[src/core/tar_pkg.sv]
// Package of constants for the trip auto-restart controller
package tar_pkg;
    // Clock and tick timing
    localparam int CLK_HZ = 50000000;
    localparam int TICK_MS = 100;
    localparam int TICK_CYCLES = CLK_HZ / 1000 * TICK_MS;
    // Trip-free period that clears the attempt record, in ticks of 0.1 s
    localparam int CLEAN_MIN_S = 300;
    localparam logic [15:0] CLEAN_MIN_TICKS = 16'(CLEAN_MIN_S * 10);
    localparam int CLEAN_MULT = 4;
    // Setting ranges and defaults, delays in tenths of a second
    localparam logic [3:0] LIMIT_MIN = 4'h1;
    localparam logic [3:0] LIMIT_MAX = 4'ha;
    localparam logic [3:0] LIMIT_RST = 4'h5;
    localparam logic [12:0] WAIT_MAX = 13'h1770;
    localparam logic [12:0] WAIT_A_RST = 13'h0064;
    localparam logic [12:0] WAIT_B_RST = 13'h0001;
    localparam logic [15:0] MASK_RST = 16'h0000;
    // APB register byte offsets
    localparam logic [7:0] OFS_CTRL = 8'h00;
    localparam logic [7:0] OFS_LIMIT = 8'h04;
    localparam logic [7:0] OFS_FIRST_A = 8'h08;
    localparam logic [7:0] OFS_RETRY_A = 8'h0c;
    localparam logic [7:0] OFS_MASK_A = 8'h10;
    localparam logic [7:0] OFS_FIRST_B = 8'h14;
    localparam logic [7:0] OFS_RETRY_B = 8'h18;
    localparam logic [7:0] OFS_MASK_B = 8'h1c;
    localparam logic [7:0] OFS_STATUS = 8'h20;
    localparam logic [7:0] OFS_IRQ_STAT = 8'h24;
    localparam logic [7:0] OFS_IRQ_MASK = 8'h28;
    // Status word fields
    localparam int ST_WAIT_BIT = 0;
    localparam int ST_ACT_BIT = 1;
    localparam int ST_LEFT_LSB = 4;
    localparam int ST_TIME_LSB = 16;
    // Interrupt events
    localparam int IRQ_W = 3;
    localparam int EV_SCHED = 0;
    localparam int EV_RESTART = 1;
    localparam int EV_EXHAUST = 2;
    typedef enum logic [1:0] {
        TAR_IDLE, TAR_HOLD, TAR_TIMING, TAR_RESTART
    } tar_state_t;
endpackage

[src/core/tar_ctrl.sv]
// Trip auto-restart controller with APB registers
////////////////////////////////////////////////////////////////////////////
// What this block does
// - Auto reset and restart only when enabled
// - Restart attempts limited to 1..10, default 5
// - Attempts cleared by manual reset or trip-free run
// - No auto restart in remote comms sequencing
// - Group A first delay, from errors clearing
// - Group A retry delay between later attempts
// - Group B first delay, default 0.1 s
// - Group B retry delay from errors clearing
// - Two 16-bit trip masks, reset to zero
// - Trip in both masks uses group A delays
// - Waiting flag while restart is scheduled
// - Active flag while restart is carried out
// - Report attempts still available
// - Report remaining wait in 0.1 s steps
// - Loaded countdown ignores later delay changes
module tar_ctrl
    import tar_pkg::*;
#(
    parameter int TICK_DIV = TICK_CYCLES
) (
    // Clock, reset, enable
    input wire logic clk_in,
    input wire logic rst_in,
    input wire logic ce_in,
    // APB slave
    input wire logic psel_in,
    input wire logic penable_in,
    input wire logic pwrite_in,
    input wire logic [7:0] paddr_in,
    input wire logic [31:0] pwdata_in,
    output logic [31:0] prdata_out,
    output logic pready_out,
    output logic pslverr_out,
    // Drive trip detection and sequencing
    input wire logic trip_in,
    input wire logic [3:0] trip_code_in,
    input wire logic errors_clear_in,
    input wire logic running_in,
    input wire logic ext_reset_in,
    input wire logic comms_seq_in,
    output logic trip_reset_out,
    output logic restart_req_out,
    // Status and interrupt
    output logic restart_waiting_out,
    output logic restart_active_out,
    output logic [3:0] retries_remaining_out,
    output logic [12:0] wait_remaining_out,
    output logic irq_out
);
    ////////////////////////////////////////////////////////////////////////
    // Registers
    logic auto_recover_on_ff;
    logic [3:0] restart_limit_ff;
    logic [12:0] first_wait_a_ff, retry_wait_a_ff;
    logic [12:0] first_wait_b_ff, retry_wait_b_ff;
    logic [15:0] trip_mask_a_ff, trip_mask_b_ff;
    logic [IRQ_W-1:0] irq_stat_ff, irq_mask_ff;
    tar_state_t state_ff;
    logic [3:0] used_ff;
    logic [12:0] remain_ff;
    logic [31:0] tick_cnt_ff;
    logic [15:0] clean_cnt_ff;
    logic group_b_ff;

    ////////////////////////////////////////////////////////////////////////
    // APB decode
    wire apb_setup = psel_in && !penable_in;
    wire apb_wr = psel_in && penable_in && pwrite_in && ce_in;
    wire apb_rd = psel_in && penable_in && !pwrite_in && ce_in;
    wire hit_ctrl = paddr_in == OFS_CTRL;
    wire hit_limit = paddr_in == OFS_LIMIT;
    wire hit_fa = paddr_in == OFS_FIRST_A;
    wire hit_ra = paddr_in == OFS_RETRY_A;
    wire hit_ma = paddr_in == OFS_MASK_A;
    wire hit_fb = paddr_in == OFS_FIRST_B;
    wire hit_rb = paddr_in == OFS_RETRY_B;
    wire hit_mb = paddr_in == OFS_MASK_B;
    wire hit_st = paddr_in == OFS_STATUS;
    wire hit_is = paddr_in == OFS_IRQ_STAT;
    wire hit_im = paddr_in == OFS_IRQ_MASK;
    wire mapped = hit_ctrl | hit_limit | hit_fa | hit_ra | hit_ma | hit_fb
        | hit_rb | hit_mb | hit_st | hit_is | hit_im;
    wire [3:0] limit_in = pwdata_in[3:0];
    // Out-of-range settings are clamped rather than refused
    wire [3:0] limit_clamped = (limit_in < LIMIT_MIN) ? LIMIT_MIN :
        (limit_in > LIMIT_MAX) ? LIMIT_MAX : limit_in;
    wire [12:0] wdly = (pwdata_in[12:0] > WAIT_MAX) ? WAIT_MAX
        : pwdata_in[12:0];

    wire [3:0] left = (used_ff >= restart_limit_ff) ? 4'h0
        : restart_limit_ff - used_ff;
    wire [31:0] status_word = {3'h0, remain_ff, 8'h00, left, 2'h0,
        restart_active_out, restart_waiting_out};
    wire [31:0] rd_mux =
        hit_ctrl ? {31'h0, auto_recover_on_ff} :
        hit_limit ? {28'h0, restart_limit_ff} :
        hit_fa ? {19'h0, first_wait_a_ff} :
        hit_ra ? {19'h0, retry_wait_a_ff} :
        hit_ma ? {16'h0, trip_mask_a_ff} :
        hit_fb ? {19'h0, first_wait_b_ff} :
        hit_rb ? {19'h0, retry_wait_b_ff} :
        hit_mb ? {16'h0, trip_mask_b_ff} :
        hit_st ? status_word :
        hit_is ? {29'h0, irq_stat_ff} :
        hit_im ? {29'h0, irq_mask_ff} : 32'h0;

    // No wait state: ready answers in the first access cycle
    always_ff @(posedge clk_in) begin
        if (rst_in) begin
            pready_out <= 1'b0;
            pslverr_out <= 1'b0;
            prdata_out <= 32'h0;
        end else if (ce_in) begin
            pready_out <= apb_setup;
            // Misaligned offsets never decode, so they answer as unmapped
            pslverr_out <= apb_setup && !mapped;
            if (apb_setup && !pwrite_in) begin
                prdata_out <= rd_mux;
            end
        end
    end

    wire acc_done = pready_out;
    wire wr_go = apb_wr && acc_done;
    wire rd_is_go = apb_rd && acc_done && hit_is;

    always_ff @(posedge clk_in) begin
        if (rst_in) begin
            auto_recover_on_ff <= 1'b0;
            restart_limit_ff <= LIMIT_RST;
            first_wait_a_ff <= WAIT_A_RST;
            retry_wait_a_ff <= WAIT_A_RST;
            first_wait_b_ff <= WAIT_B_RST;
            retry_wait_b_ff <= WAIT_B_RST;
            trip_mask_a_ff <= MASK_RST;
            trip_mask_b_ff <= MASK_RST;
            irq_mask_ff <= '0;
        end else if (wr_go) begin
            if (hit_ctrl) auto_recover_on_ff <= pwdata_in[0];
            if (hit_limit) restart_limit_ff <= limit_clamped;
            if (hit_fa) first_wait_a_ff <= wdly;
            if (hit_ra) retry_wait_a_ff <= wdly;
            if (hit_ma) trip_mask_a_ff <= pwdata_in[15:0];
            if (hit_fb) first_wait_b_ff <= wdly;
            if (hit_rb) retry_wait_b_ff <= wdly;
            if (hit_mb) trip_mask_b_ff <= pwdata_in[15:0];
            if (hit_im) irq_mask_ff <= pwdata_in[IRQ_W-1:0];
        end
    end

    ////////////////////////////////////////////////////////////////////////
    // Tick prescaler
    wire tick = ce_in && (tick_cnt_ff == 32'(TICK_DIV - 1));
    always_ff @(posedge clk_in) begin
        if (rst_in) begin
            tick_cnt_ff <= 32'h0;
        end else if (ce_in) begin
            tick_cnt_ff <= tick ? 32'h0 : tick_cnt_ff + 32'h1;
        end
    end

    ////////////////////////////////////////////////////////////////////////
    // Restart sequencer
    wire sel_a = trip_mask_a_ff[trip_code_in];
    wire sel_b = trip_mask_b_ff[trip_code_in];
    wire allowed = auto_recover_on_ff && !comms_seq_in;
    wire exhausted = used_ff >= restart_limit_ff;
    wire trip_take = trip_in && (sel_a || sel_b) && allowed && !exhausted;
    // Group A wins when both masks select the trip
    wire use_b = !sel_a;
    wire first_try = used_ff == 4'h0;
    wire [12:0] dly_a = first_try ? first_wait_a_ff : retry_wait_a_ff;
    wire [12:0] dly_b = first_try ? first_wait_b_ff : retry_wait_b_ff;
    wire [12:0] dly_pick = group_b_ff ? dly_b : dly_a;
    wire expire = state_ff == TAR_TIMING && remain_ff == 13'h0;
    // Trip-free limit: the longer of five minutes and 4x retry A
    wire [15:0] four_ra = {retry_wait_a_ff, 2'b00} + 16'h0 ;
    wire [15:0] clean_lim = (four_ra > CLEAN_MIN_TICKS) ? four_ra
        : CLEAN_MIN_TICKS;
    wire clean_done = clean_cnt_ff >= clean_lim;

    always_ff @(posedge clk_in) begin
        if (rst_in) begin
            state_ff <= TAR_IDLE;
            remain_ff <= 13'h0;
            group_b_ff <= 1'b0;
            trip_reset_out <= 1'b0;
            restart_req_out <= 1'b0;
        end else if (ce_in) begin
            trip_reset_out <= 1'b0;
            restart_req_out <= 1'b0;
            unique case (state_ff)
                TAR_IDLE: begin
                    if (trip_take) begin
                        group_b_ff <= use_b;
                        state_ff <= TAR_HOLD;
                    end
                end
                TAR_HOLD: begin
                    if (!allowed || ext_reset_in) begin
                        state_ff <= TAR_IDLE;
                    end else if (errors_clear_in) begin
                        remain_ff <= dly_pick;
                        state_ff <= TAR_TIMING;
                    end
                end
                TAR_TIMING: begin
                    if (!allowed || ext_reset_in) begin
                        remain_ff <= 13'h0;
                        state_ff <= TAR_IDLE;
                    end else if (expire) begin
                        trip_reset_out <= 1'b1;
                        state_ff <= TAR_RESTART;
                    end else if (tick) begin
                        remain_ff <= remain_ff - 13'h1;
                    end
                end
                TAR_RESTART: begin
                    // A mode change after the reset pulse still blocks start
                    if (allowed) begin
                        restart_req_out <= 1'b1;
                    end
                    state_ff <= TAR_IDLE;
                end
            endcase
        end
    end

    // Attempt record and trip-free timer
    always_ff @(posedge clk_in) begin
        if (rst_in) begin
            used_ff <= 4'h0;
            clean_cnt_ff <= 16'h0;
        end else if (ce_in) begin
            if (ext_reset_in) begin
                used_ff <= 4'h0;
            end else if (state_ff == TAR_RESTART) begin
                used_ff <= used_ff + 4'h1;
            end else if (clean_done) begin
                used_ff <= 4'h0;
            end
            if (trip_in || !running_in || clean_done) begin
                clean_cnt_ff <= 16'h0;
            end else if (tick) begin
                clean_cnt_ff <= clean_cnt_ff + 16'h1;
            end
        end
    end

    // Status outputs come from flops
    always_ff @(posedge clk_in) begin
        if (rst_in) begin
            restart_waiting_out <= 1'b0;
            restart_active_out <= 1'b0;
            retries_remaining_out <= LIMIT_RST;
            wait_remaining_out <= 13'h0;
        end else if (ce_in) begin
            restart_waiting_out <= state_ff == TAR_HOLD
                || (state_ff == TAR_TIMING && !expire);
            restart_active_out <= (state_ff == TAR_TIMING && expire)
                || state_ff == TAR_RESTART;
            retries_remaining_out <= left;
            wait_remaining_out <= remain_ff;
        end
    end

    ////////////////////////////////////////////////////////////////////////
    // Interrupts: set beats the clear-on-read
    wire [IRQ_W-1:0] ev;
    assign ev[EV_SCHED] = ce_in && state_ff == TAR_IDLE && trip_take;
    assign ev[EV_RESTART] = ce_in && state_ff == TAR_RESTART;
    assign ev[EV_EXHAUST] = ce_in && trip_in && allowed && exhausted
        && (sel_a || sel_b);
    // Clear only the bits the read returned: an event that lands between
    // the setup and the access cycle is kept for the next read
    wire [IRQ_W-1:0] irq_clr = rd_is_go ? prdata_out[IRQ_W-1:0] : '0;
    always_ff @(posedge clk_in) begin
        if (rst_in) begin
            irq_stat_ff <= '0;
            irq_out <= 1'b0;
        end else begin
            irq_stat_ff <= (irq_stat_ff & ~irq_clr) | ev;
            if (ce_in) begin
                irq_out <= |(irq_stat_ff & irq_mask_ff);
            end
        end
    end
endmodule

[config.mk]
export PLATFORM = sky130hd
export DESIGN_NAME = tar_ctrl
export DESIGN_NICKNAME = d
export VERILOG_FILES = /design/src/core/tar_pkg.sv /design/src/core/tar_ctrl.sv
export SDC_FILE = /design/constraint.sdc
export NUM_CORES = 1
export LEC_CHECK = 0
export BUFFER_PORTS_ARGS = -buffer_cell sky130_fd_sc_hd__buf_2
export CAP_MARGIN = 20
export CORE_MARGIN = 2
export CORE_UTILIZATION = 50
export CTS_CLUSTER_DIAMETER = 30
export DETAILED_ROUTE_END_ITERATION = 6
export PLACE_DENSITY = 0.71
export SLEW_MARGIN = 20
export SYNTH_ARGS = -nofsm -noshare
export SYNTH_HDL_FRONTEND = slang
export SYNTH_SLANG_ARGS = --single-unit
export TNS_END_PERCENT = 20
[constraint.sdc]
create_clock -name clk_in -period 3.5 [get_ports clk_in]
set_input_delay 0.35 -clock clk_in [delete_from_list [all_inputs] [get_ports clk_in]]
set_output_delay 0.35 -clock clk_in [all_outputs]
set_load 0.01 [all_outputs]
# Word-level counts from Yosys, hierarchy flattened

Index checks and enable logic that the tools add are counted.

Flip-flop bits (word level): 219
Bits in latches: 0
Bits in writable memories: 0
Memory bits (read-only): 0
Input bits: 55
Output and inout bits: 56
Word-level logic and storage cells: 184
Memories kept: 0

Add/sub/neg operators: 5
$mul: 0
Div/mod/pow operators: 0
Order comparisons: 7
Eq/ne operators: 21
Shifts and indexed selects: 0
Muxes and demuxes: 47
Bitwise operators: 14
Reduce and logical (&&, ||, !) cells: 64

Operators by type and width:

| operator              | number |
|---|---|
| $mux 29               | 9 |
| $mux 13               | 9 |
| $add 32x1->32 const B | 1 |
| $eq 32x23->1 const B  | 1 |
| $eq 8x5->1 const B    | 4 |
| $mux 16               | 2 |
| $mux 32               | 1 |
| $logic_and 1x1->1     | 26 |
| $pmux 13 s2           | 1 |
| $eq 8x6->1 const B    | 3 |
| $mux 4                | 6 |
| $reduce_and 2->1      | 12 |
| $add 16x1->16 const B | 1 |
| $eq 8x4->1 const B    | 2 |
| $ge 16x15->1          | 1 |
| $gt 15x12->1 const B  | 1 |
| $mux 15               | 1 |
| $gt 13x13->1 const B  | 1 |
| $logic_not 13->1      | 1 |
| $sub 13x1->13 const B | 1 |
| $mux 2                | 5 |
| $or 1x1->1            | 10 |
| $logic_not 1->1       | 9 |
| $mux 3                | 3 |
| other kinds (28)      | 47 |

# Longest topological paths before layout

Depth in word-level cells: 13
Gate-level depth with buffers: 13
Mapped depth without buffers: 11

# Worst setup path before layout

Ideal clock, no wire load.

Path type: reg2reg
From: register retry_wait_a_ff[3]
To: register clean_cnt_ff[0]
Setup time: 128 ps
Arrival time: 3,090 ps
Required time: 3,372 ps
Setup slack: 283 ps
Stages on the path, launching flop included: 13
Path buffers: 1
Period minus slack after synthesis: 3,217 ps
Cell sequence: dfxtp_1 -> a41o_1 -> a41o_1 -> a21boi_1 -> nor2_1 -> ha_1 -> nand4_1 -> a211o_1 -> o21ai_0 -> nor2_1 -> o21ai_0 -> clkbuf_1 -> nor2_1

Cells in the longest elaborated chain, start to end: 6
Elaborated cells between the ends (all ways): 7
Those cells by class: order compare: 2; mux: 2; reduce/logical: 3

Ends and longest elaborated chain:

| item                        | RTL line        | text |
|---|---|---|
| start: declaration          | tar_ctrl.sv:57  | `logic [12:0] first_wait_a_ff, retry_wait_a_ff;` |
| start signal: assignment    | tar_ctrl.sv:145 | `if (hit_ra) retry_wait_a_ff <= wdly;` |
| $gt 15x12->1                | tar_ctrl.sv:181 | `wire [15:0] clean_lim = (four_ra > CLEAN_MIN_TICKS) ? four_ra` |
| $mux 15 *                   | tar_ctrl.sv:181 |  |
| $ge 16x15->1 *              | tar_ctrl.sv:183 | `wire clean_done = clean_cnt_ff >= clean_lim;` |
| $logic_or 1x1->1 *          | tar_ctrl.sv:245 | `if (trip_in \|\| !running_in \|\| clean_done) begin` |
| $reduce_bool 2->1 (no line) | n/a             |  |
| $reduce_and 2->1 (no line)  | n/a             |  |
| end signal: assignment      | tar_ctrl.sv:248 | `clean_cnt_ff <= clean_cnt_ff + 16'h1;` |
| end: declaration            | tar_ctrl.sv:65  | `logic [15:0] clean_cnt_ff;` |

Every way passes the cells marked *; elsewhere a longest branch is shown, timed or not.
A chain may end at the register's enable or synchronous reset.

# Final worst setup path

From: register retry_wait_a_ff[3]
To: register clean_cnt_ff[13]

The elaborated chain is that of the path after synthesis.

==> flow_summary.ini <==
[status]
status = finished, final reports clean

[global_routing]
first_global_vias = 9891
grt_use_total_pct = 29.5
grt_max_degree = 59
grt-ovfl-total = 0
antenna_found_initial = 0
grt_pass1_wl_um = 53100

[clock_tree]
cts_tree = done
cts_sinks = 216
root_buffer = clkbuf_16
cts_buffers = 47
htree_levels = 2
cts_setup_buffers = 0
ctsResizeCount = 0
path_clk_slew_ns = 0.05
clkLatencyLatePin_ns = 0.55
clockBufferDepth = 3
cts.hold.buffers_added = 0

[critical_path]
path_class = reg2reg
critPathMaxStageDelay_ns = 0.51
worstPathRequired_ns = 3.96
critPathLaunchType = register
arrival_ns = 3.76
crit_path_cell_trace = a41o_1 > a41o_1 > a21boi_1 > buf_4 > nor2_1 > ha_1 > nand4_1 > a211o_1 > o21ai_0 > nor3_2 > buf_4 > or4_1 > a21oi_1
crit_slowest_cell = or4_1
path_max_fanout = 22
worstSetupEndpointType = register

[floorplan]
start_util_pct = 51.3
die_y_um = 152
ios = 111
fp.dieArea_um2 = 23000
die_x_um = 152
fp.coreArea_um2 = 21200
rows = 53

[place]
placed_cell_area_um2 = 11600
dpl.hpwl_um = 23800
port_buffers = 91
place_congestion = 0.970

[logic_synthesis]
syn-cell-area_um2 = 10900
synthSimpleGateAreaFrac_pct = 24.7
yosysMostFrequentCell = dfxtp_1
synth-main-ff-cell = dfxtp_1
synth_top_cell_area_share_pct = 39.7
yosys_register_bits = 216
synth-edff-count = 0
syn_inst = 1330
synth_top_family_by_area = simple AND/OR/NAND/NOR gates
synth_compound_area_share_pct = 18.2
synth_commonest_cells = dfxtp_1 (216), nand2_1 (185), nor2_1 (146)
synthMuxAreaShare_pct = 7.48
synth_top_area_cell = dfxtp_1
yosys-top-cells-area = dfxtp_1 (40%), a21oi_1 (6.7%), nand2_1 (6.4%), nor2_1 (5.0%), mux4_2 (4.3%)
synth.yosys.seq_area_share_pct = 39.7
ys_async_sr_fraction_pct = 0
synth_fa_ha_area_share_pct = 2.92
synth_cell_type_count = 74
synth_xor_area_share_pct = 2.82
yosys_warnings = 0
postSynthAreaPerCell_um2 = 8.19

[routing]
vias = 10600
vias_per_cell = 6.13
drc = 0
drtIter0Drc = 1078
dr.pass1.iters = 7
antenna_left = 0
drt-total-wl_um = 33900
wl_per_cell_um = 19.6

[power_and_ir_drop]
combPwrFrac_pct = 3.5
p_sw_share_pct = 22.5
static-leakage-power_nw = 4.99
power.switching_mw = 1.63
power_frac_seq_pct = 34.2
p_int_mw = 5.62
p_total_mw = 7.25
power-per-cell-area_nw_per_um2 = 549
ir_drop_mv = 0.390
p_clk_share_pct = 62.3

[sta]
worst_slew_pin_slew_ns = 0.923
rsz0062_at_grt = no
fin_crit_sh_pct = 94.2
finalHoldViolations = 0
setup-tns-final_ns = 0
skew_ns = 0.0267
min_period_ns = 3.30
slew_viol_final = 0
fmax_mhz = 303
setup_viol = 0
relSlewSlack_pct = 38.4

[hold_path]
hold_path_class = in2reg

[finish]
fin_area_um2 = 13200
fin_nets = 1495
drive_above_1_share_pct = 16.4
antenna_cells = 0
syn_to_final_growth_pct = 21.4

[flow_run]
maxCapViolations = 0
-- worst paths after layout --
check / from / end / slack (ns) / cells after the start
worst max register to register: retry_wait_a_ff[3] / clean_cnt_ff[13] / 0.20 / 13
worst max-delay path: retry_wait_a_ff[3] / clean_cnt_ff[13] / 0.20 / 13
worst min register to register: prdata_out[9] / prdata_out[9] / 0.44 / 2
worst min-delay path: pwdata_in[13] / trip_mask_b_ff[13] / 0.06 / 3
-- cells by family after synthesis --
logic type | count (synthesis)
AND/OR/NAND/NOR | 568
AO/OA/AOI/OAI | 318
other | 1
multiplexers | 55
XOR/XNOR | 35
adder cells (fa/ha/maj) | 25
buffers and inverters | 112
flip-flops | 216
-- sequential cells by signal (all words and copies together), names as in the netlist, 16 cells and up --
register,flops
tick_cnt_ff,32
trip_mask_b_ff,16
trip_mask_a_ff,16
clean_cnt_ff,16
prdata_out,29
-- final cells by class --
| cell class | instances | area, um^2 |
|---|---|---|
| Clock inverter | 27 | 380 |
| Timing Repair Buffer | 123 | 698 |
| Multi-Input combinational cell | 1004 | 6120 |
| Tap cell | 275 | 344 |
| Inverter | 24 | 90.1 |
| Sequential cell | 216 | 4320 |
| Fill cell | 1876 | 8000 |
| Clock buffer | 59 | 1260 |
-- layout by cell type, fill, tap and decap left out, types with 7 or more instances in the layout --
| master | n |
|---|---|
| a211oi_1 | 30 |
| o211ai_1 | 13 |
| nand2b_1 | 11 |
| nand3_1 | 89 |
| mux4_2 | 21 |
| nor3_1 | 26 |
| nor2b_1 | 10 |
| ha_1 | 23 |
| nand2_1 | 185 |
| xor2_1 | 22 |
| xnor2_1 | 13 |
| or3_1 | 9 |
| nand4_1 | 15 |
| nor2_1 | 146 |
| mux2i_1 | 33 |
| o21ai_0 | 43 |
| clkinv_2 | 8 |
| o31ai_1 | 15 |
| a31oi_1 | 8 |
| inv_1 | 21 |
| a21oi_1 | 145 |
| clkbuf_1 | 8 |
| clkbuf_16 | 47 |
| buf_2 | 90 |
| buf_4 | 33 |
| bufinv_16 | 7 |
| nor4_1 | 16 |
| or4_1 | 12 |
| dfxtp_1 | 216 |
| a221oi_1 | 8 |
| and3_1 | 13 |
-- through the flow --
stage          worst slack, ns  std cells  hold slack, ns  utilization [%]
4_1_cts                  0.235       1728          0.0422             62.3
5_1_grt                 0.0269       1728          0.0691             62.3
3_3_place_gp             0.383       1642           0.435             54.5
3_5_place_dp             0.293       1642           0.437             54.5
2_1_floorplan            0.283       1332           0.441                -
6_report                 0.202       1728          0.0638             62.3
-- per-layer routing --
| layer | track usage [%] | up-vias | wire length (um) |
|---|---|---|---|
| met4 | 11.6 | 0 | 1150 |
| met2 | 44.9 | 526 | 15000 |
| met5 | 0 | - | 0 |
| met1 | 41.2 | 4997 | 14400 |
| met3 | 5.75 | 74 | 3410 |
| li1 | - | 5002 | - |
-- power groups by stage --
stage	Combinational (mW)	Sequential [mW]	Clock, mW
finish	0.253	2.48	4.52
global route	0.271	2.48	4.69
CTS	0.247	2.48	4.56
detailed placement	0.245	2.53	0
global placement	0.244	2.53	0
floorplan	0.148	2.53	0
-- critical path: cells and delay by family (launching register included) --
family          cells  cell delay, ns
compound gates      6            1.42
fa+ha+maj           1            0.30
buf+inv             2            0.39
flops               1            0.38
simple gates        4            0.73
No activity file was read; power rests on OpenSTA's default activity.
